**src/verilog/serial_params.svh**
```systemverilog
// Constants for the asynchronous serial transmitter and break receiver
`ifndef SERIAL_PARAMS_SVH
`define SERIAL_PARAMS_SVH
`define FIFO_DEPTH_DEF 8
`define DATA_W_DEF 9
`define BRG_W 16
`define BRG_LOW_W 8
`define FLAG_DELAY 2'h2
`define CYC_PER_INSTR 3'h4
`define BREAK_BYTE 8'h00
`define RX_SYNC_W 3
`endif

```
**src/verilog/serial_pkg.sv**
```systemverilog
// Types shared by the serial port design
package serial_pkg;
  typedef enum logic [1:0] {
    TX_IDLE = 2'b00,
    TX_START = 2'b01,
    TX_DATA = 2'b10,
    TX_STOP = 2'b11
  } tx_state_t;
  typedef enum logic [2:0] {
    RX_IDLE = 3'b000,
    RX_START = 3'b001,
    RX_DATA = 3'b010,
    RX_STOP = 3'b011,
    RX_WAKE_LOW = 3'b100,
    RX_WAKE_HIGH = 3'b101
  } rx_state_t;
endpackage

```
**src/verilog/serial_port.sv**
```systemverilog
// Asynchronous serial transmitter with FIFO, and receiver with break detection
`timescale 1ns/1ps
`default_nettype none
`include "serial_params.svh"

module serial_fifo #(
  parameter int WIDTH = `DATA_W_DEF,
  parameter int DEPTH = `FIFO_DEPTH_DEF
) (
  input wire logic clk,
  input wire logic srst,
  input wire logic flush,
  input wire logic in_valid,
  output logic in_ready,
  input wire logic [WIDTH-1:0] in_data,
  output logic out_valid,
  input wire logic out_ready,
  output logic [WIDTH-1:0] out_data
);
  localparam int AW = (DEPTH > 1) ? $clog2(DEPTH) : 1;
  initial begin
    if (DEPTH < 2 || (DEPTH & (DEPTH - 1)) != 0 || WIDTH < 1) begin
      $error("serial_fifo: DEPTH must be a power of two >= 2");
    end
  end
  logic [WIDTH-1:0] mem [DEPTH];
  logic [AW:0] wr_ptr;
  logic [AW:0] rd_ptr;
  logic push;
  logic pop;
  assign in_ready = (wr_ptr - rd_ptr) != (AW+1)'(DEPTH);
  assign out_valid = wr_ptr != rd_ptr;
  assign push = in_valid && in_ready;
  assign pop = out_valid && out_ready;
  assign out_data = mem[rd_ptr[AW-1:0]];
  always_ff @(posedge clk) begin
    if (push) begin
      mem[wr_ptr[AW-1:0]] <= in_data;
    end
  end
  always_ff @(posedge clk) begin
    if (srst || flush) begin
      wr_ptr <= '0;
      rd_ptr <= '0;
    end else begin
      if (push) begin
        wr_ptr <= wr_ptr + 1'b1;
      end
      if (pop) begin
        rd_ptr <= rd_ptr + 1'b1;
      end
    end
  end
endmodule

module serial_port
  import serial_pkg::*;
#(
  parameter int FIFO_DEPTH = `FIFO_DEPTH_DEF
) (
  input wire logic CLK_SYS,
  input wire logic SRST,
  input wire logic TX_ENABLE_BIT,
  input wire logic RX_ENABLE,
  input wire logic SYNC_MODE,
  input wire logic SERIAL_PORT_ENABLE,
  input wire logic TX_POLARITY_BIT,
  input wire logic NINE_BIT_MODE,
  input wire logic BRG_16BIT,
  input wire logic [`BRG_W-1:0] BRG_DIVISOR,
  input wire logic TX_INTERRUPT_ENABLE,
  input wire logic WAKE_ON_BREAK,
  input wire logic TX_HOLDING_BUFFER_WRITE,
  input wire logic [`DATA_W_DEF-1:0] TX_HOLDING_BUFFER,
  input wire logic RX_DATA_READ,
  input wire logic RX_DATA_PIN,
  output logic TX_CLOCK_PIN_OUT,
  output logic TX_CLOCK_PIN_OE_N,
  output logic TX_HOLDING_READY,
  output logic TX_BUFFER_EMPTY_FLAG,
  output logic TX_IRQ,
  output logic TX_BUSY,
  output logic RX_READY_FLAG,
  output logic FRAMING_ERROR_FLAG,
  output logic [`DATA_W_DEF-1:0] RX_DATA_BUFFER,
  output logic BREAK_DETECTED,
  output logic WAKE_ACTIVE
);
  localparam int DW = `DATA_W_DEF;
  initial begin
    if (FIFO_DEPTH < 2) begin
      $error("serial_port: FIFO_DEPTH must be at least 2");
    end
  end

  logic tx_active;
  assign tx_active = TX_ENABLE_BIT && !SYNC_MODE && SERIAL_PORT_ENABLE;

  // Baud tick for the transmitter only; the receiver reuses just the reload value
  logic [`BRG_W-1:0] brg_cnt;
  logic [`BRG_W-1:0] brg_reload;
  logic baud_tick;
  assign brg_reload = BRG_16BIT ? BRG_DIVISOR :
    {{(`BRG_W-`BRG_LOW_W){1'b0}}, BRG_DIVISOR[`BRG_LOW_W-1:0]};
  assign baud_tick = (brg_cnt == '0);
  always_ff @(posedge CLK_SYS) begin
    if (SRST || !SERIAL_PORT_ENABLE) begin
      brg_cnt <= '0;
    end else if (baud_tick) begin
      brg_cnt <= brg_reload;
    end else begin
      brg_cnt <= brg_cnt - 1'b1;
    end
  end

  // Holding buffer: an 8-word queue in front of the shifter
  logic q_valid;
  logic q_ready;
  logic q_in_ready;
  logic [DW-1:0] q_data;
  serial_fifo #(.WIDTH(DW), .DEPTH(FIFO_DEPTH)) u_hold (
    .clk(CLK_SYS),
    .srst(SRST),
    .flush(!tx_active),
    .in_valid(TX_HOLDING_BUFFER_WRITE && tx_active),
    .in_ready(q_in_ready),
    .in_data(TX_HOLDING_BUFFER),
    .out_valid(q_valid),
    .out_ready(q_ready),
    .out_data(q_data)
  );

  tx_state_t tx_state;
  logic [DW-1:0] transmit_shift_reg;
  logic [3:0] tx_bits;
  logic tx_level;
  // Shifter accepts when idle or as its stop bit ends
  assign q_ready = tx_active && (tx_state == TX_IDLE ||
    (tx_state == TX_STOP && baud_tick));

  always_ff @(posedge CLK_SYS) begin
    if (SRST || !tx_active) begin
      tx_state <= TX_IDLE;
      transmit_shift_reg <= '0;
      tx_bits <= '0;
      tx_level <= 1'b1;
    end else begin
      case (tx_state)
        TX_IDLE: begin
          tx_level <= 1'b1;
          if (q_valid) begin
            transmit_shift_reg <= q_data;
            tx_state <= TX_START;
          end
        end
        TX_START: begin
          if (baud_tick) begin
            tx_level <= 1'b0;
            tx_bits <= NINE_BIT_MODE ? 4'h9 : 4'h8;
            tx_state <= TX_DATA;
          end
        end
        TX_DATA: begin
          if (baud_tick) begin
            if (tx_bits == 4'h0) begin
              tx_level <= 1'b1;
              tx_state <= TX_STOP;
            end else begin
              tx_level <= transmit_shift_reg[0];
              transmit_shift_reg <= transmit_shift_reg >> 1;
              tx_bits <= tx_bits - 4'h1;
            end
          end
        end
        TX_STOP: begin
          if (baud_tick) begin
            if (q_valid) begin
              transmit_shift_reg <= q_data;
              tx_level <= 1'b0;
              tx_bits <= NINE_BIT_MODE ? 4'h9 : 4'h8;
              tx_state <= TX_DATA;
            end else begin
              tx_state <= TX_IDLE;
            end
          end
        end
        default: tx_state <= TX_IDLE;
      endcase
    end
  end

  always_ff @(posedge CLK_SYS) begin
    if (SRST) begin
      TX_CLOCK_PIN_OUT <= 1'b1;
      TX_CLOCK_PIN_OE_N <= 1'b1;
      TX_HOLDING_READY <= 1'b0;
      TX_BUSY <= 1'b0;
    end else begin
      TX_CLOCK_PIN_OE_N <= !SERIAL_PORT_ENABLE;
      // Sync mode reuses the polarity bit for the clock, so no inversion there
      TX_CLOCK_PIN_OUT <= (tx_active ? tx_level : 1'b1) ^
        (TX_POLARITY_BIT && !SYNC_MODE);
      TX_HOLDING_READY <= q_in_ready && tx_active;
      TX_BUSY <= tx_state != TX_IDLE;
    end
  end

  // Empty flag lags a write by two instruction cycles
  logic [2:0] cyc_cnt;
  logic [1:0] flag_delay;
  logic raw_empty;
  assign raw_empty = tx_active && !(q_valid && tx_state != TX_IDLE);
  always_ff @(posedge CLK_SYS) begin
    if (SRST || !tx_active) begin
      cyc_cnt <= '0;
      flag_delay <= '0;
    end else begin
      cyc_cnt <= (cyc_cnt == `CYC_PER_INSTR - 3'h1) ? 3'h0 : cyc_cnt + 3'h1;
      if (TX_HOLDING_BUFFER_WRITE) begin
        flag_delay <= `FLAG_DELAY;
      end else if (flag_delay != 2'h0 && cyc_cnt == `CYC_PER_INSTR - 3'h1) begin
        flag_delay <= flag_delay - 2'h1;
      end
    end
  end
  always_ff @(posedge CLK_SYS) begin
    if (SRST || !tx_active) begin
      TX_BUFFER_EMPTY_FLAG <= 1'b0;
      TX_IRQ <= 1'b0;
    end else begin
      if (flag_delay == 2'h0 && !TX_HOLDING_BUFFER_WRITE) begin
        TX_BUFFER_EMPTY_FLAG <= raw_empty;
      end
      TX_IRQ <= TX_BUFFER_EMPTY_FLAG && TX_INTERRUPT_ENABLE;
    end
  end

  // Receiver: three-stage input synchroniser
  logic [`RX_SYNC_W-1:0] rx_sync;
  logic rx_in;
  always_ff @(posedge CLK_SYS) begin
    if (SRST) begin
      rx_sync <= '1;
      rx_in <= 1'b1;
    end else begin
      rx_sync <= {rx_sync[`RX_SYNC_W-2:0], RX_DATA_PIN};
      if (rx_sync[1] == rx_sync[2]) begin
        rx_in <= rx_sync[2];
      end
    end
  end

  // Half-bit timing from the shared divider
  rx_state_t rx_state;
  logic [`BRG_W:0] rx_cnt;
  logic [3:0] rx_bits;
  logic [DW-1:0] rx_shift;
  logic rx_sample;
  assign rx_sample = (rx_cnt == '0);
  always_ff @(posedge CLK_SYS) begin
    if (SRST || !SERIAL_PORT_ENABLE || !RX_ENABLE) begin
      rx_state <= RX_IDLE;
      rx_cnt <= '0;
      rx_bits <= '0;
      rx_shift <= '0;
      RX_READY_FLAG <= 1'b0;
      FRAMING_ERROR_FLAG <= 1'b0;
      RX_DATA_BUFFER <= '0;
      BREAK_DETECTED <= 1'b0;
      WAKE_ACTIVE <= 1'b0;
    end else begin
      BREAK_DETECTED <= RX_READY_FLAG && FRAMING_ERROR_FLAG &&
        RX_DATA_BUFFER[7:0] == `BREAK_BYTE;
      // New data wins over a same-cycle read
      if (RX_DATA_READ) begin
        RX_READY_FLAG <= 1'b0;
      end
      rx_cnt <= rx_sample ? rx_cnt : rx_cnt - 1'b1;
      case (rx_state)
        RX_IDLE: begin
          if (WAKE_ON_BREAK) begin
            WAKE_ACTIVE <= 1'b1;
            if (!rx_in) begin
              rx_state <= RX_WAKE_LOW;
            end
          end else if (!rx_in) begin
            rx_cnt <= {2'b00, brg_reload[`BRG_W-1:1]};
            rx_state <= RX_START;
          end
        end
        RX_WAKE_LOW: begin
          if (rx_in) begin
            RX_READY_FLAG <= 1'b1;
            WAKE_ACTIVE <= 1'b0;
            rx_state <= RX_WAKE_HIGH;
          end
        end
        RX_WAKE_HIGH: begin
          if (!rx_in) begin
            rx_cnt <= {2'b00, brg_reload[`BRG_W-1:1]};
            rx_state <= RX_START;
          end
        end
        RX_START: begin
          if (rx_sample) begin
            rx_cnt <= {1'b0, brg_reload};
            rx_bits <= NINE_BIT_MODE ? 4'h9 : 4'h8;
            rx_state <= rx_in ? RX_IDLE : RX_DATA;
          end
        end
        RX_DATA: begin
          if (rx_sample) begin
            rx_cnt <= {1'b0, brg_reload};
            rx_shift <= {rx_in, rx_shift[DW-1:1]};
            rx_bits <= rx_bits - 4'h1;
            if (rx_bits == 4'h1) begin
              rx_state <= RX_STOP;
            end
          end
        end
        RX_STOP: begin
          if (rx_sample) begin
            RX_DATA_BUFFER <= NINE_BIT_MODE ? rx_shift : {1'b0, rx_shift[DW-1:1]};
            RX_READY_FLAG <= 1'b1;
            FRAMING_ERROR_FLAG <= !rx_in;
            // Low stop means a break may still hold the line
            rx_state <= rx_in ? RX_IDLE : RX_WAKE_LOW;
          end
        end
        default: rx_state <= RX_IDLE;
      endcase
    end
  end
endmodule
`default_nettype wire
```
**config.mk**
```make
export PLATFORM = sky130hd
export DESIGN_NAME = serial_port
export DESIGN_NICKNAME = d
export VERILOG_FILES = /design/src/verilog/serial_pkg.sv /design/src/verilog/serial_port.sv
export VERILOG_INCLUDE_DIRS = /design/src /design/src/verilog
export SDC_FILE = /design/constraint.sdc
export NUM_CORES = 1
export LEC_CHECK = 0
export BUFFER_PORTS_ARGS = -buffer_cell sky130_fd_sc_hd__buf_2
export CORE_MARGIN = 2
export CORE_UTILIZATION = 50
export DETAILED_ROUTE_END_ITERATION = 8
export PLACE_DENSITY = 0.71
export SLEW_MARGIN = 20
export SYNTH_ARGS = -nofsm -noshare
export SYNTH_HDL_FRONTEND = slang
export SYNTH_SLANG_ARGS = --single-unit
```
**constraint.sdc**
```tcl
create_clock -name CLK_SYS -period 3.7 [get_ports CLK_SYS]
set_clock_uncertainty 0.2 [all_clocks]
set_input_delay 0.37 -clock CLK_SYS [delete_from_list [all_inputs] [get_ports CLK_SYS]]
set_output_delay 0.37 -clock CLK_SYS [all_outputs]
set_load 0.03 [all_outputs]
```
# After elaboration in Yosys (flattened, before gate mapping)
# Memory sizes are Yosys's and may differ from the RTL's. A register that Yosys moved wholly into a read port is not among the register bits.
# Index checks and enable logic that the tools add are counted.
[op_classes] n_addsub=9 n_bitwise=1 mux=61 n_eq_ne=27 n_reduce_logical=53
[op_table] cell="$mux 17" n=4
[op_table] cell="$pmux 17 s3" n=1
[op_table] cell="$mux 9" n=5
[op_table] cell="$mux 3" n=11
[op_table] cell="$mux 16" n=2
[op_table] cell="$mux 4" n=7
[op_table] cell="$pmux 9 s3" n=1
[op_table] cell="$ne 2x2->1 const B" n=13
[op_table] cell="$mux 2" n=9
[op_table] cell="$pmux 3 s6" n=1
[op_table] cell="$logic_not 17->1" n=1
[op_table] cell="$sub 17x1->17 const B" n=1
[op_table] cell="$logic_and 1x1->1" n=16
[op_table] cell="$logic_not 16->1" n=1
[op_table] cell="$sub 16x1->16 const B" n=1
[op_table] cell="$mux 1" n=14
[op_table] cell="$pmux 4 s3" n=1
[op_table] cell="$reduce_and 6->1" n=2
[op_table] cell="$reduce_bool 2->1" n=5
[op_table] cell="$eq 3x2->1 const B" n=3
[op_table] cell="$add 4x1->4 const B" n=2
[op_table] cell="$logic_not 8->1" n=1
[op_table] cell="$pmux 2 s4" n=1
[op_table] cell="$pmux 4 s2" n=1
[op_table] cell="27 further kinds" n=47
[word_totals] ram_bits=72 wordCells=179 out_inout_bits=19 mem_count=1 register_bits=101
[mem_list] name="u_hold.mem" words=8 word_bits=9 rd=1 rd_clocked_by_memory_dff=1 write_ports=1 line_no="serial_port.sv:26" source="logic [WIDTH-1:0] mem [DEPTH];"

# Depth between registers and ports, before layout
# Gate-level depths: netlist of run 1.
[depth] depth_word=7 mapped_depth=10

# Modules after synthesis
# From an unflattened synthesis of run 1, not the netlist that was laid out.
[unflattened] cells_unflattened=725 area_unflattened_um2=8070.2
[modules_own_cells] module="serial_port" instances=1 area_per_inst_um2=4674.5 cells_each=542
[modules_own_cells] module="serial_fifo" instances=1 area_per_inst_um2=3395.8 cells_each=183

# Least setup slack after synthesis of run 1
# OpenSTA, ideal clock, no wires.
[synth_path] kind="flip-flop to flip-flop" start="register u_hold.wr_ptr[0]" end="memory u_hold.mem[2][0] in the netlist's numbering (enable)" required_ns=3.097 path_stages_with_launch=10 path_slack_ns=0.191 arrival_ns=2.906 cell_sequence="dfxtp_1 inv_1 ha_1 nor2b_1 xnor2_1 nor4bb_1 clkbuf_1 or4_1 clkbuf_1 nor4b_1"
[synth_between] elab_chain_cells=5
[synth_lines] item="start: declaration" line_no="serial_port.sv:27" source="logic [AW:0] wr_ptr;"
[synth_lines] item="start signal: assignment" line_no="serial_port.sv:47" source="wr_ptr <= wr_ptr + 1'b1;"
[synth_lines] item="$sub 4x4->4" line_no="serial_port.sv:31" source="assign in_ready = (wr_ptr - rd_ptr) != (AW+1)'(DEPTH);"
[synth_lines] item="$ne 4x4->1" line_no="serial_port.sv:31"
[synth_lines] item="$logic_and 1x1->1" line_no="serial_port.sv:33" source="assign push = in_valid && in_ready;"
[synth_lines] item="$mux 1" line_no="serial_port.sv:37" source="if (push) begin"
[synth_lines] item="$mux 1 (not written as such)" line_no="serial_port.sv:38" source="mem[wr_ptr[AW-1:0]] <= in_data;"
[synth_lines] item="end: declaration" line_no="serial_port.sv:26"
# Parallel ways exist; a longest one is shown, timed or not.

# Final worst setup path of run 1
[layout_path] start="register u_hold.wr_ptr[0]" end="memory u_hold.mem[0][5] in the netlist's numbering (enable)"
# Same word-level chain as after synthesis.

==> flow_summary.ini, run 1 <==
[routing]
postRouteAntennaNets = 0
drt_iter0_markers = 587
dr.pass1.iters = 5
vias = 6425
viasPerCell = 6.005
drc = 0
routed_wl_mm = 19.23
wire_per_inst_um = 17.97

[sta]
finalWorstSetupSlack_ps = 378.9
fin_tns_setup_ps = 0
worst_slew_pin_slew_ps = 956.8
min_period_ps = 3321
final_hold_viol_count = 0
max_freq_mhz = 301.1
grt_setup_unrepaired = false
timing.final.crit_share_pct = 89.76
maxSlewViolCount = 0
setup_viol = 0
fin_hold_ws_ps = 15.62
relSlewSlack_pct = 35.98

[floorplan]
die_h_um = 133.3
core_area_um2 = 16470
chipWidth_um = 133.3
ios = 58
dieArea_um2 = 17760
row_count = 47
initial_core_util_pct = 50.75

[yosys]
synth_area_leaders = edfxtp_1 26%, dfxtp_1 25%, mux4_2 4.9%, ha_1 3.0%, a21oi_1 2.8%
synth_top_area_cell = edfxtp_1
syn_nets = 845
synth-seq-area-share_pct = 50.79
yosys_warnings = 0
synth-edff-count = 72
ys_seq_elements = 176
syn_inst = 786
synth_top_area_share_pct = 25.87
syn_area_per_cell_um2 = 10.63
synth-main-ff-cell = dfxtp_1
syn_area_um2 = 8357
ys_types = 71
async_flop_share_pct = 0

[worst_setup_path]
worstRegToRegCells = 9
crit_fanout = 9
required_ps = 3650
cp_num_cells = 9
arrival_ps = 3270
slowest_delay_ps = 670
crit_path_end_kind = register
crit_family = simple AND/OR/NAND/NOR gates
cp_slowest_cell = or4_1
path_cells = inv_1 > ha_1 > nor2b_1 > xnor2_1 > a2111oi_1 > buf_4 > or4_1 > nor4_1 > buf_4
crit_buf_inv = 3
path_class = register to register
path_common_cell = buf_4
critPathLaunchType = register

[power_and_ir_drop]
ir_drop_v = 0.0003791
cellLeakagePower_nw = 3.448
finalPower_mw = 6.541
power_per_cell_area_nw_per_um2 = 683.6

[outcome]
status = finished clean

[clocking]
cts_num_sinks = 176
cts_resized = 0
cts-root-buf = clkbuf_16
cts_htree_levels = 4
cts_setup_buffers = 0
numCtsBuffers = 17
clock_latency_ps = 440
cts_tree = done
cts_hold_buf = 4
cts_buffer_depth = 2
clkTransAtPathRegs_ps = 80

[final_layout]
n_antenna_cell = 0
final_nets = 896
fin_cells = 1070
utilization_pct = 58.11
area_growth_pct = 14.49
largest_reg_flops = 72
drive_above_1_share_pct = 18.24
final_area_um2 = 9568

[hold_path]
worstHoldPathType = input pin to register
hold_path_depth = 3

[placed_design]
post_dp_cell_area_um2 = 8894
io_buffers = 57
routabilityCongestion = 0.8739
dp_hpwl_mm = 13.47
dp.cells = 1034
place_ws_ps = 432.6

[global_route]
antenna_found_initial = 0
grt_usage_pct = 22.21
grt_max_degree = 31
grt_pass1_vias = 6138
grt.overflow.total = 0
grt_pass1_wl_mm = 31.15

[job]
maxCapViolations = 0
worst reg2reg max path: stages, from the launching register on:
cell       delay (ps)
dfxtp_1           520
inv_1             180
ha_1              230
nor2b_1           140
xnor2_1           200
a2111oi_1          90
buf_4             190
or4_1             670
nor4_1            340
buf_4             270
Yosys cell counts, drive strengths merged (11+ instances only):
cell type    n
a211oi      31
a21oi       47
a22oi       12
clkbuf      40
dfxtp      104
edfxtp      72
ha          20
inv         22
mux2i       15
mux4        18
nand2       57
nand2b      11
nand3       24
nand4       15
nor2        50
nor2b       14
nor3        24
nor4        17
o21ai       22
or3         15
xnor2       14
xor2        12
layout by cell type (no fill, tap or decap), types with 22 or more instances in the layout:
cell type and instances:
buf_2 57, a21oi_1 47, o21ai_0 22, dfxtp_1 104, inv_1 22, edfxtp_1 72
nand3_1 24, a211oi_1 30, nand2_1 57, nor3_1 23, nor2_1 50
per-layer routing:
layer  routed length [µm]  global-route usage [%]  up-vias  part of all wire, %
li1                     -                       -     3077                    -
met1                 8347                   28.93     3049                   43
met2                 9198                   36.23      265                   48
met3                 1369                   5.974       34                  7.1
met4                  315                   7.210        0                  1.6
met5                    0                       0        -                    0
report_power, final:
group	internal [mW]	switching [mW]
registers	2.14	0.167
logic	0.964	1.39
clock network	0.946	0.938
worst paths after layout:
| path | from | end | slack [ps] |
|---|---|---|---|
| worst max-delay path | u_hold.wr_ptr[0] | u_hold.mem[0][5] | 380 |
| worst min-delay path | BRG_DIVISOR[9] | brg_cnt[9] | 20 |
| worst max register to register | u_hold.wr_ptr[0] | u_hold.mem[0][5] | 380 |
| worst min register to register | rx_sync[0] | rx_sync[1] | 220 |
area by class of cell:
type,count,area [µm²]
Clock buffer,17,425.4
Multi-Input combinational cell,537,3845
Tap cell,220,275.3
Fill cell,1373,6898
Sequential cell,176,4244
Timing Repair Buffer,82,483.0
Inverter,23,86.33
Clock inverter,15,209.0
logic make-up after synthesis:
| group | Yosys count | synth area share (%) |
|---|---|---|
| and+or+nand+nor | 268 | 17.37 |
| AOI/OAI and AO/OA | 182 | 14.84 |
| DFF | 176 | 50.79 |
| buffers and inverters | 73 | 3.563 |
| muxes | 41 | 7.726 |
| xor gates and xnor gates | 26 | 2.725 |
| adders and majority gates | 20 | 2.994 |
(Power assumes the default switching activity.)
==> inputs of run 2 (changes only) <==
--- a/config.mk
+++ b/config.mk
@@ -7,10 +7,12 @@
 export NUM_CORES = 1
 export LEC_CHECK = 0
 export BUFFER_PORTS_ARGS = -buffer_cell sky130_fd_sc_hd__buf_2
+export CELL_PAD_IN_SITES_DETAIL_PLACEMENT = 1
+export CELL_PAD_IN_SITES_GLOBAL_PLACEMENT = 1
 export CORE_MARGIN = 2
-export CORE_UTILIZATION = 50
+export CORE_UTILIZATION = 44
 export DETAILED_ROUTE_END_ITERATION = 8
-export PLACE_DENSITY = 0.71
+export PLACE_DENSITY_LB_ADDON = 0.1
 export SLEW_MARGIN = 20
 export SYNTH_ARGS = -nofsm -noshare
 export SYNTH_HDL_FRONTEND = slang
==> run 2 against run 1 <==
Core utilization shrank 6.4 points; hold slack gained 22 ps; total power is essentially flat; flip-flop and latch count is the same; non-clock buffer count grew 3; cell count grew 1.6%; via count grew 0.51%; register-to-register slack gained 50 ps; sequential power is essentially flat; setup slack gained 51 ps; routed wire length grew 16%; highest routed layer unchanged.
==> flow_summary.ini, run 2 (synthesis gave the netlist of run 1 again) <==
[outcome]
status = finished clean

[routing]
viasPerCell = 5.941
drt_iter0_markers = 274
drc = 0
wire_per_inst_um = 20.46
vias = 6458
postRouteAntennaNets = 0
routed_wl_mm = 22.24
dr.pass1.iters = 5

[worst_setup_path]
critPathLaunch = u_hold.wr_ptr[0]
r2r_start = u_hold.wr_ptr[0]
path_class = register to register
arrival_ps = 3220
crit_path_end_kind = register
regToRegSetupSlack_ps = 430
rr_endpoint = u_hold.mem[2][7]
worstRegToRegCells = 9
critPathCapture = u_hold.mem[2][7]
critPathLaunchType = register
crit_fanout = 9
required_ps = 3650

[clocking]
cts-root-buf = clkbuf_16
cts_num_sinks = 176
cts_tree = done
clkTransAtPathRegs_ps = 80
cts_setup_buffers = 0
clock_latency_ps = 430
numCtsBuffers = 17
cts_htree_levels = 4
cts_buffer_depth = 2

[job]
maxCapViolations = 0

[global_route]
gr-usage-met1_pct = 29.34
grt_usage_pct = 23.07
grt_pass1_vias = 6668
grt_pass1_wl_mm = 36.29
antenna_found_initial = 0
use_met2_pct = 40.60
grt.overflow.total = 0
grt_max_degree = 31
top_usage_layer = met2
grtUsageMet3_pct = 4.522

[hold_path]
worstHoldPathType = input pin to register

[final_layout]
final_nets = 899
drive_above_1_share_pct = 18.76
final_common_cell = dfxtp_1
utilization_pct = 51.67
mostFrequentLayoutCells = 104 x dfxtp_1, 72 x edfxtp_1, 57 x nand2_1, 57 x buf_2, 50 x nor2_1
n_fill_cell = 2016
n_antenna_cell = 0
largest_reg_flops = 72
area_growth_pct = 15.27

[sta]
setup_viol = 0
timing.final.crit_share_pct = 88.38
fin_tns_setup_ps = 0
max_freq_mhz = 305.8
maxSlewViolCount = 0
final_hold_viol_count = 0
min_period_ps = 3270
worst_slew_pin_slew_ps = 886.4
grt_setup_unrepaired = false
relSlewSlack_pct = 40.82

[floorplan]
chipWidth_um = 141.8
die_h_um = 141.8
row_count = 50
ios = 58
dieArea_um2 = 20110
core_area_um2 = 18640
initial_core_util_pct = 44.83

[placed_design]
routabilityCongestion = 0.7946
dp_hpwl_mm = 15.71
io_buffers = 57

[power_and_ir_drop]
power_per_cell_area_nw_per_um2 = 678.4
cellLeakagePower_nw = 3.466
ir_drop_v = 0.0003635
==> run 2: changes by cell type in the layout (fill, tap and decap cells not counted), sizes merged <==
cell	delta
inv	-4
clkinv	+4
buf	+3
==> run 2: metal layers <==
| layer | wire length [µm] | vias up | share of wire, % |
|---|---|---|---|
| li1 | - | 3075 | - |
| met1 | 9813 | 3265 | 44 |
| met2 | 11400 | 91 | 51 |
| met3 | 664 | 27 | 3.0 |
| met4 | 361 | 0 | 1.6 |
| met5 | 0 | - | 0 |
==> run 2: how the worst min path moves through the flow <==
stage,from,to,slack (ps),cells past startpoint
after global placement,cyc_cnt[0],cyc_cnt[0],220,1
final,BRG_DIVISOR[13],brg_cnt[13],40,3
after global routing,BRG_DIVISOR[4],rx_cnt[3],30,3
after detailed placement,cyc_cnt[0],cyc_cnt[0],220,1
after CTS,BRG_DIVISOR[9],brg_cnt[9],30,3
after floorplan,rx_sync[0],rx_sync[1],190,1
==> run 2: worst max-delay path, cell delays in order, from the launching register on <==
cell and delay (ps):
dfxtp_1 500, inv_1 190, ha_1 250, nor2b_1 150, xnor2_1 220, nor4bb_1 100, buf_4 170, or4_1 660
nor4b_2 330, buf_4 230
==> run 2: power breakdown <==
group	internal (mW)	switching, mW	total, mW	leakage, nW
sequential	2.14	0.170	2.31	1.49
clock	0.944	0.935	1.88	0.307
combinational	0.966	1.39	2.35	1.67
==> run 2: what timing repair did <==
action | in CTS | in global routing
resized for setup | 0 | 0
hold buffers | 4 | 0
endpoints found under the hold margin | 4 | 0
==> run 2: stage by stage <==
step	hold slack, ps	instance area [µm²]	power (mW)	setup slack (ps)	cells
finish	37.83	9633	6.535	429.8	1087
global route	32.63	9633	6.950	232.3	1087
CTS	27.32	9633	6.596	401.0	1087
detailed placement	224.8	8946	4.695	496.4	1051
global placement	215.6	8946	4.613	589.3	1051
floorplan	189.5	8357	4.072	191.3	786
==> run 2: layout make-up <==
type                       count  area (µm²)  area share (%)
timing repair buffer          85       505.5           5.247
sequential                   176        4244           44.06
tap                          234       292.8           3.039
multi-input combinational    537        3857           40.04
inverter                      23       86.33          0.8962
clock buffer                  17       425.4           4.416
clock inverter                15       221.5           2.299
==> inputs of run 3 (changes only) <==
--- a/config.mk
+++ b/config.mk
@@ -9,6 +9,7 @@
 export BUFFER_PORTS_ARGS = -buffer_cell sky130_fd_sc_hd__buf_2
 export CELL_PAD_IN_SITES_DETAIL_PLACEMENT = 1
 export CELL_PAD_IN_SITES_GLOBAL_PLACEMENT = 1
+export CORE_ASPECT_RATIO = 0.6
 export CORE_MARGIN = 2
 export CORE_UTILIZATION = 44
 export DETAILED_ROUTE_END_ITERATION = 8
@@ -16,4 +17,5 @@
 export SLEW_MARGIN = 20
 export SYNTH_ARGS = -nofsm -noshare
 export SYNTH_HDL_FRONTEND = slang
+export SYNTH_HIERARCHICAL = 1
 export SYNTH_SLANG_ARGS = --single-unit
==> run 3 against run 2 <==
Register-to-register slack better by 210 ps; die area is 3.2% lower; clock power is 6% lower; total power is 0.65% lower; cell area is 3.2% lower; combinational power is 4% higher; sequential share of layout area is 1.4 points higher; core utilization is 0.099 points higher; hold slack worse by 12 ps.
==> flow_summary.ini, run 3 <==
[power_and_ir_drop]
ir_drop_v = 0.0005091
cellLeakagePower_nw = 3.280
power_per_cell_area_nw_per_um2 = 696.0

[global_route]
grtUsageMet3_pct = 5.474
grt_usage_pct = 23.53
top_usage_layer = met1
use_met2_pct = 33.54
grt_pass1_wl_mm = 34.48
grt_pass1_vias = 6063
grt_max_degree = 37
grt.overflow.total = 0
antenna_found_initial = 0
gr-usage-met1_pct = 36.01

[yosys]
async_flop_share_pct = 0
synth-main-ff-cell = dfxtp_1
synth-edff-count = 72
ys_seq_elements = 176
syn_inst = 725
synth_top_area_share_pct = 26.79
synth_common_cells = 104 x dfxtp_1, 75 x nor2_1, 72 x edfxtp_1
yosys_warnings = 6
syn_area_per_cell_um2 = 11.13
synth-seq-area-share_pct = 52.59
syn_area_um2 = 8070
ys_types = 70
syn_nets = 779
yosys.cell_count.top_type = dfxtp_1
synth_area_leaders = edfxtp_1 27%, dfxtp_1 26%, mux4_2 5.0%, mux2i_1 3.8%, nor2_1 3.5%
synth_top_area_cell = edfxtp_1

[final_layout]
area_growth_pct = 15.60
final_nets = 845
n_fill_cell = 1917
largest_reg_flops = 72
final_common_cell = dfxtp_1
mostFrequentLayoutCells = 104 x dfxtp_1, 75 x nor2_1, 72 x edfxtp_1
multi_input_area_um2 = 3583
fin_cells = 1044
drive_above_1_share_pct = 20.77
n_antenna_cell = 0
seq_area_um2 = 4244

[floorplan]
dieArea_um2 = 19480
ios = 58
die_h_um = 108.9
core_area_um2 = 18020
initial_core_util_pct = 44.79
chipWidth_um = 178.8
row_count = 38

[job]
maxCapViolations = 0

[clocking]
cts_buffer_depth = 2
cts_num_sinks = 176
cts_tree = done
cts_setup_buffers = 0
clkTransAtPathRegs_ps = 70
cts_hold_buf = 9
cts-root-buf = clkbuf_16
cts_resized = 0
clock_latency_ps = 440
numCtsBuffers = 17
cts_htree_levels = 4

[routing]
drt_iter0_markers = 454
vias = 6010
routed_wl_mm = 21.55
viasPerCell = 5.757
postRouteAntennaNets = 0
dr.pass1.iters = 5
drc = 0
wire_per_inst_um = 20.64

[worst_setup_path]
cp_slowest_cell = dfxtp_1
slowest_delay_ps = 560
arrival_ps = 3000
path_class = register to register
path_common_cell = nand3_1
critPathLaunchType = register
crit_path_end_kind = register
path_cells = inv_1 > ha_1 > nand3_1 > a211o_1 > nand3_1 > nor4_2 > buf_4
required_ps = 3640
crit_fanout = 9

[sta]
grt_setup_unrepaired = false
maxSlewViolCount = 0
min_period_ps = 3060
timing.final.crit_share_pct = 82.70
worst_slew_pin_slew_ps = 947.6
relSlewSlack_pct = 36.74
final_hold_viol_count = 0
fin_tns_setup_ps = 0
setup_viol = 0
max_freq_mhz = 326.8

[outcome]
status = finished clean

[hold_path]
worstHoldPathType = input pin to register

[placed_design]
io_buffers = 57
routabilityCongestion = 0.8596
dp.cells = 1003
dp_hpwl_mm = 15.09
run 3: final cells by class:
type	count	share of cell area [%]
Tap cell	240	3.219
Clock buffer	17	4.560
Multi-Input combinational cell	484	38.41
Clock inverter	15	1.636
Inverter	26	1.046
Timing Repair Buffer	86	5.633
Sequential cell	176	45.49
run 3: cells by family (layout without fill, tap and decap cells):
| kind of cell | Yosys count | after routing | synth area share [%] |
|---|---|---|---|
| compound gates | 148 | 148 | 12.47 |
| xor+xnor | 29 | 29 | 3.318 |
| fa+ha+maj | 15 | 15 | 2.326 |
| buf+inv | 65 | 144 | 3.612 |
| flops | 176 | 176 | 52.59 |
| mux | 58 | 58 | 10.12 |
| simple gates | 234 | 234 | 15.57 |
run 3: final timing paths:
kind | depth (start not counted) | endpoint | start | slack (ps)
worst max-delay path | 7 | u_hold/mem[2][5] | u_hold/wr_ptr[0] | 640
worst min-delay path | 1 | u_hold/mem[2][7] | TX_HOLDING_BUFFER[7] | 30
worst max register to register | 7 | u_hold/mem[2][5] | u_hold/wr_ptr[0] | 640
worst min register to register | 1 | rx_sync[1] | rx_sync[0] | 210
run 3: power by group:
| group | leakage [nW] | switching (mW) | total, mW | internal, mW |
|---|---|---|---|---|
| combinational | 1.52 | 1.53 | 2.45 | 0.923 |
| sequential | 1.49 | 0.134 | 2.27 | 2.14 |
| clock | 0.275 | 0.827 | 1.77 | 0.948 |
| total | 3.28 | 2.49 | 6.49 | 4.01 |
run 3: worst max-delay path: cells and delay by family, from the launching register on:
| family | cells | cell delay [ps] |
|---|---|---|
| buf+inv | 2 | 510 |
| flops | 1 | 560 |
| simple gates | 3 | 880 |
| fa+ha+maj | 1 | 390 |
| compound gates | 1 | 210 |
run 3: metal layers:
metal	routed length, µm	vias to the layer above
met5	0	-
met2	9177	104
li1	-	2857
met4	174	0
met3	882	14
met1	11310	3035
run 3: per-stage QoR:
stage | power (mW) | setup slack, ps | instance area, µm² | utilization [%] | hold slack, ps
3_5_place_dp | 4.697 | 701.0 | 8661 | 48.06 | 198.6
4_1_cts | 6.511 | 679.9 | 9329 | 51.77 | 8.698
5_1_grt | 6.855 | 469.4 | 9329 | 51.77 | 15.70
6_report | 6.493 | 640.0 | 9329 | 51.77 | 25.56
3_3_place_gp | 4.601 | 893.7 | 8661 | 48.06 | 201.2
2_1_floorplan | 4.044 | 782.3 | 8070 | - | 189.5
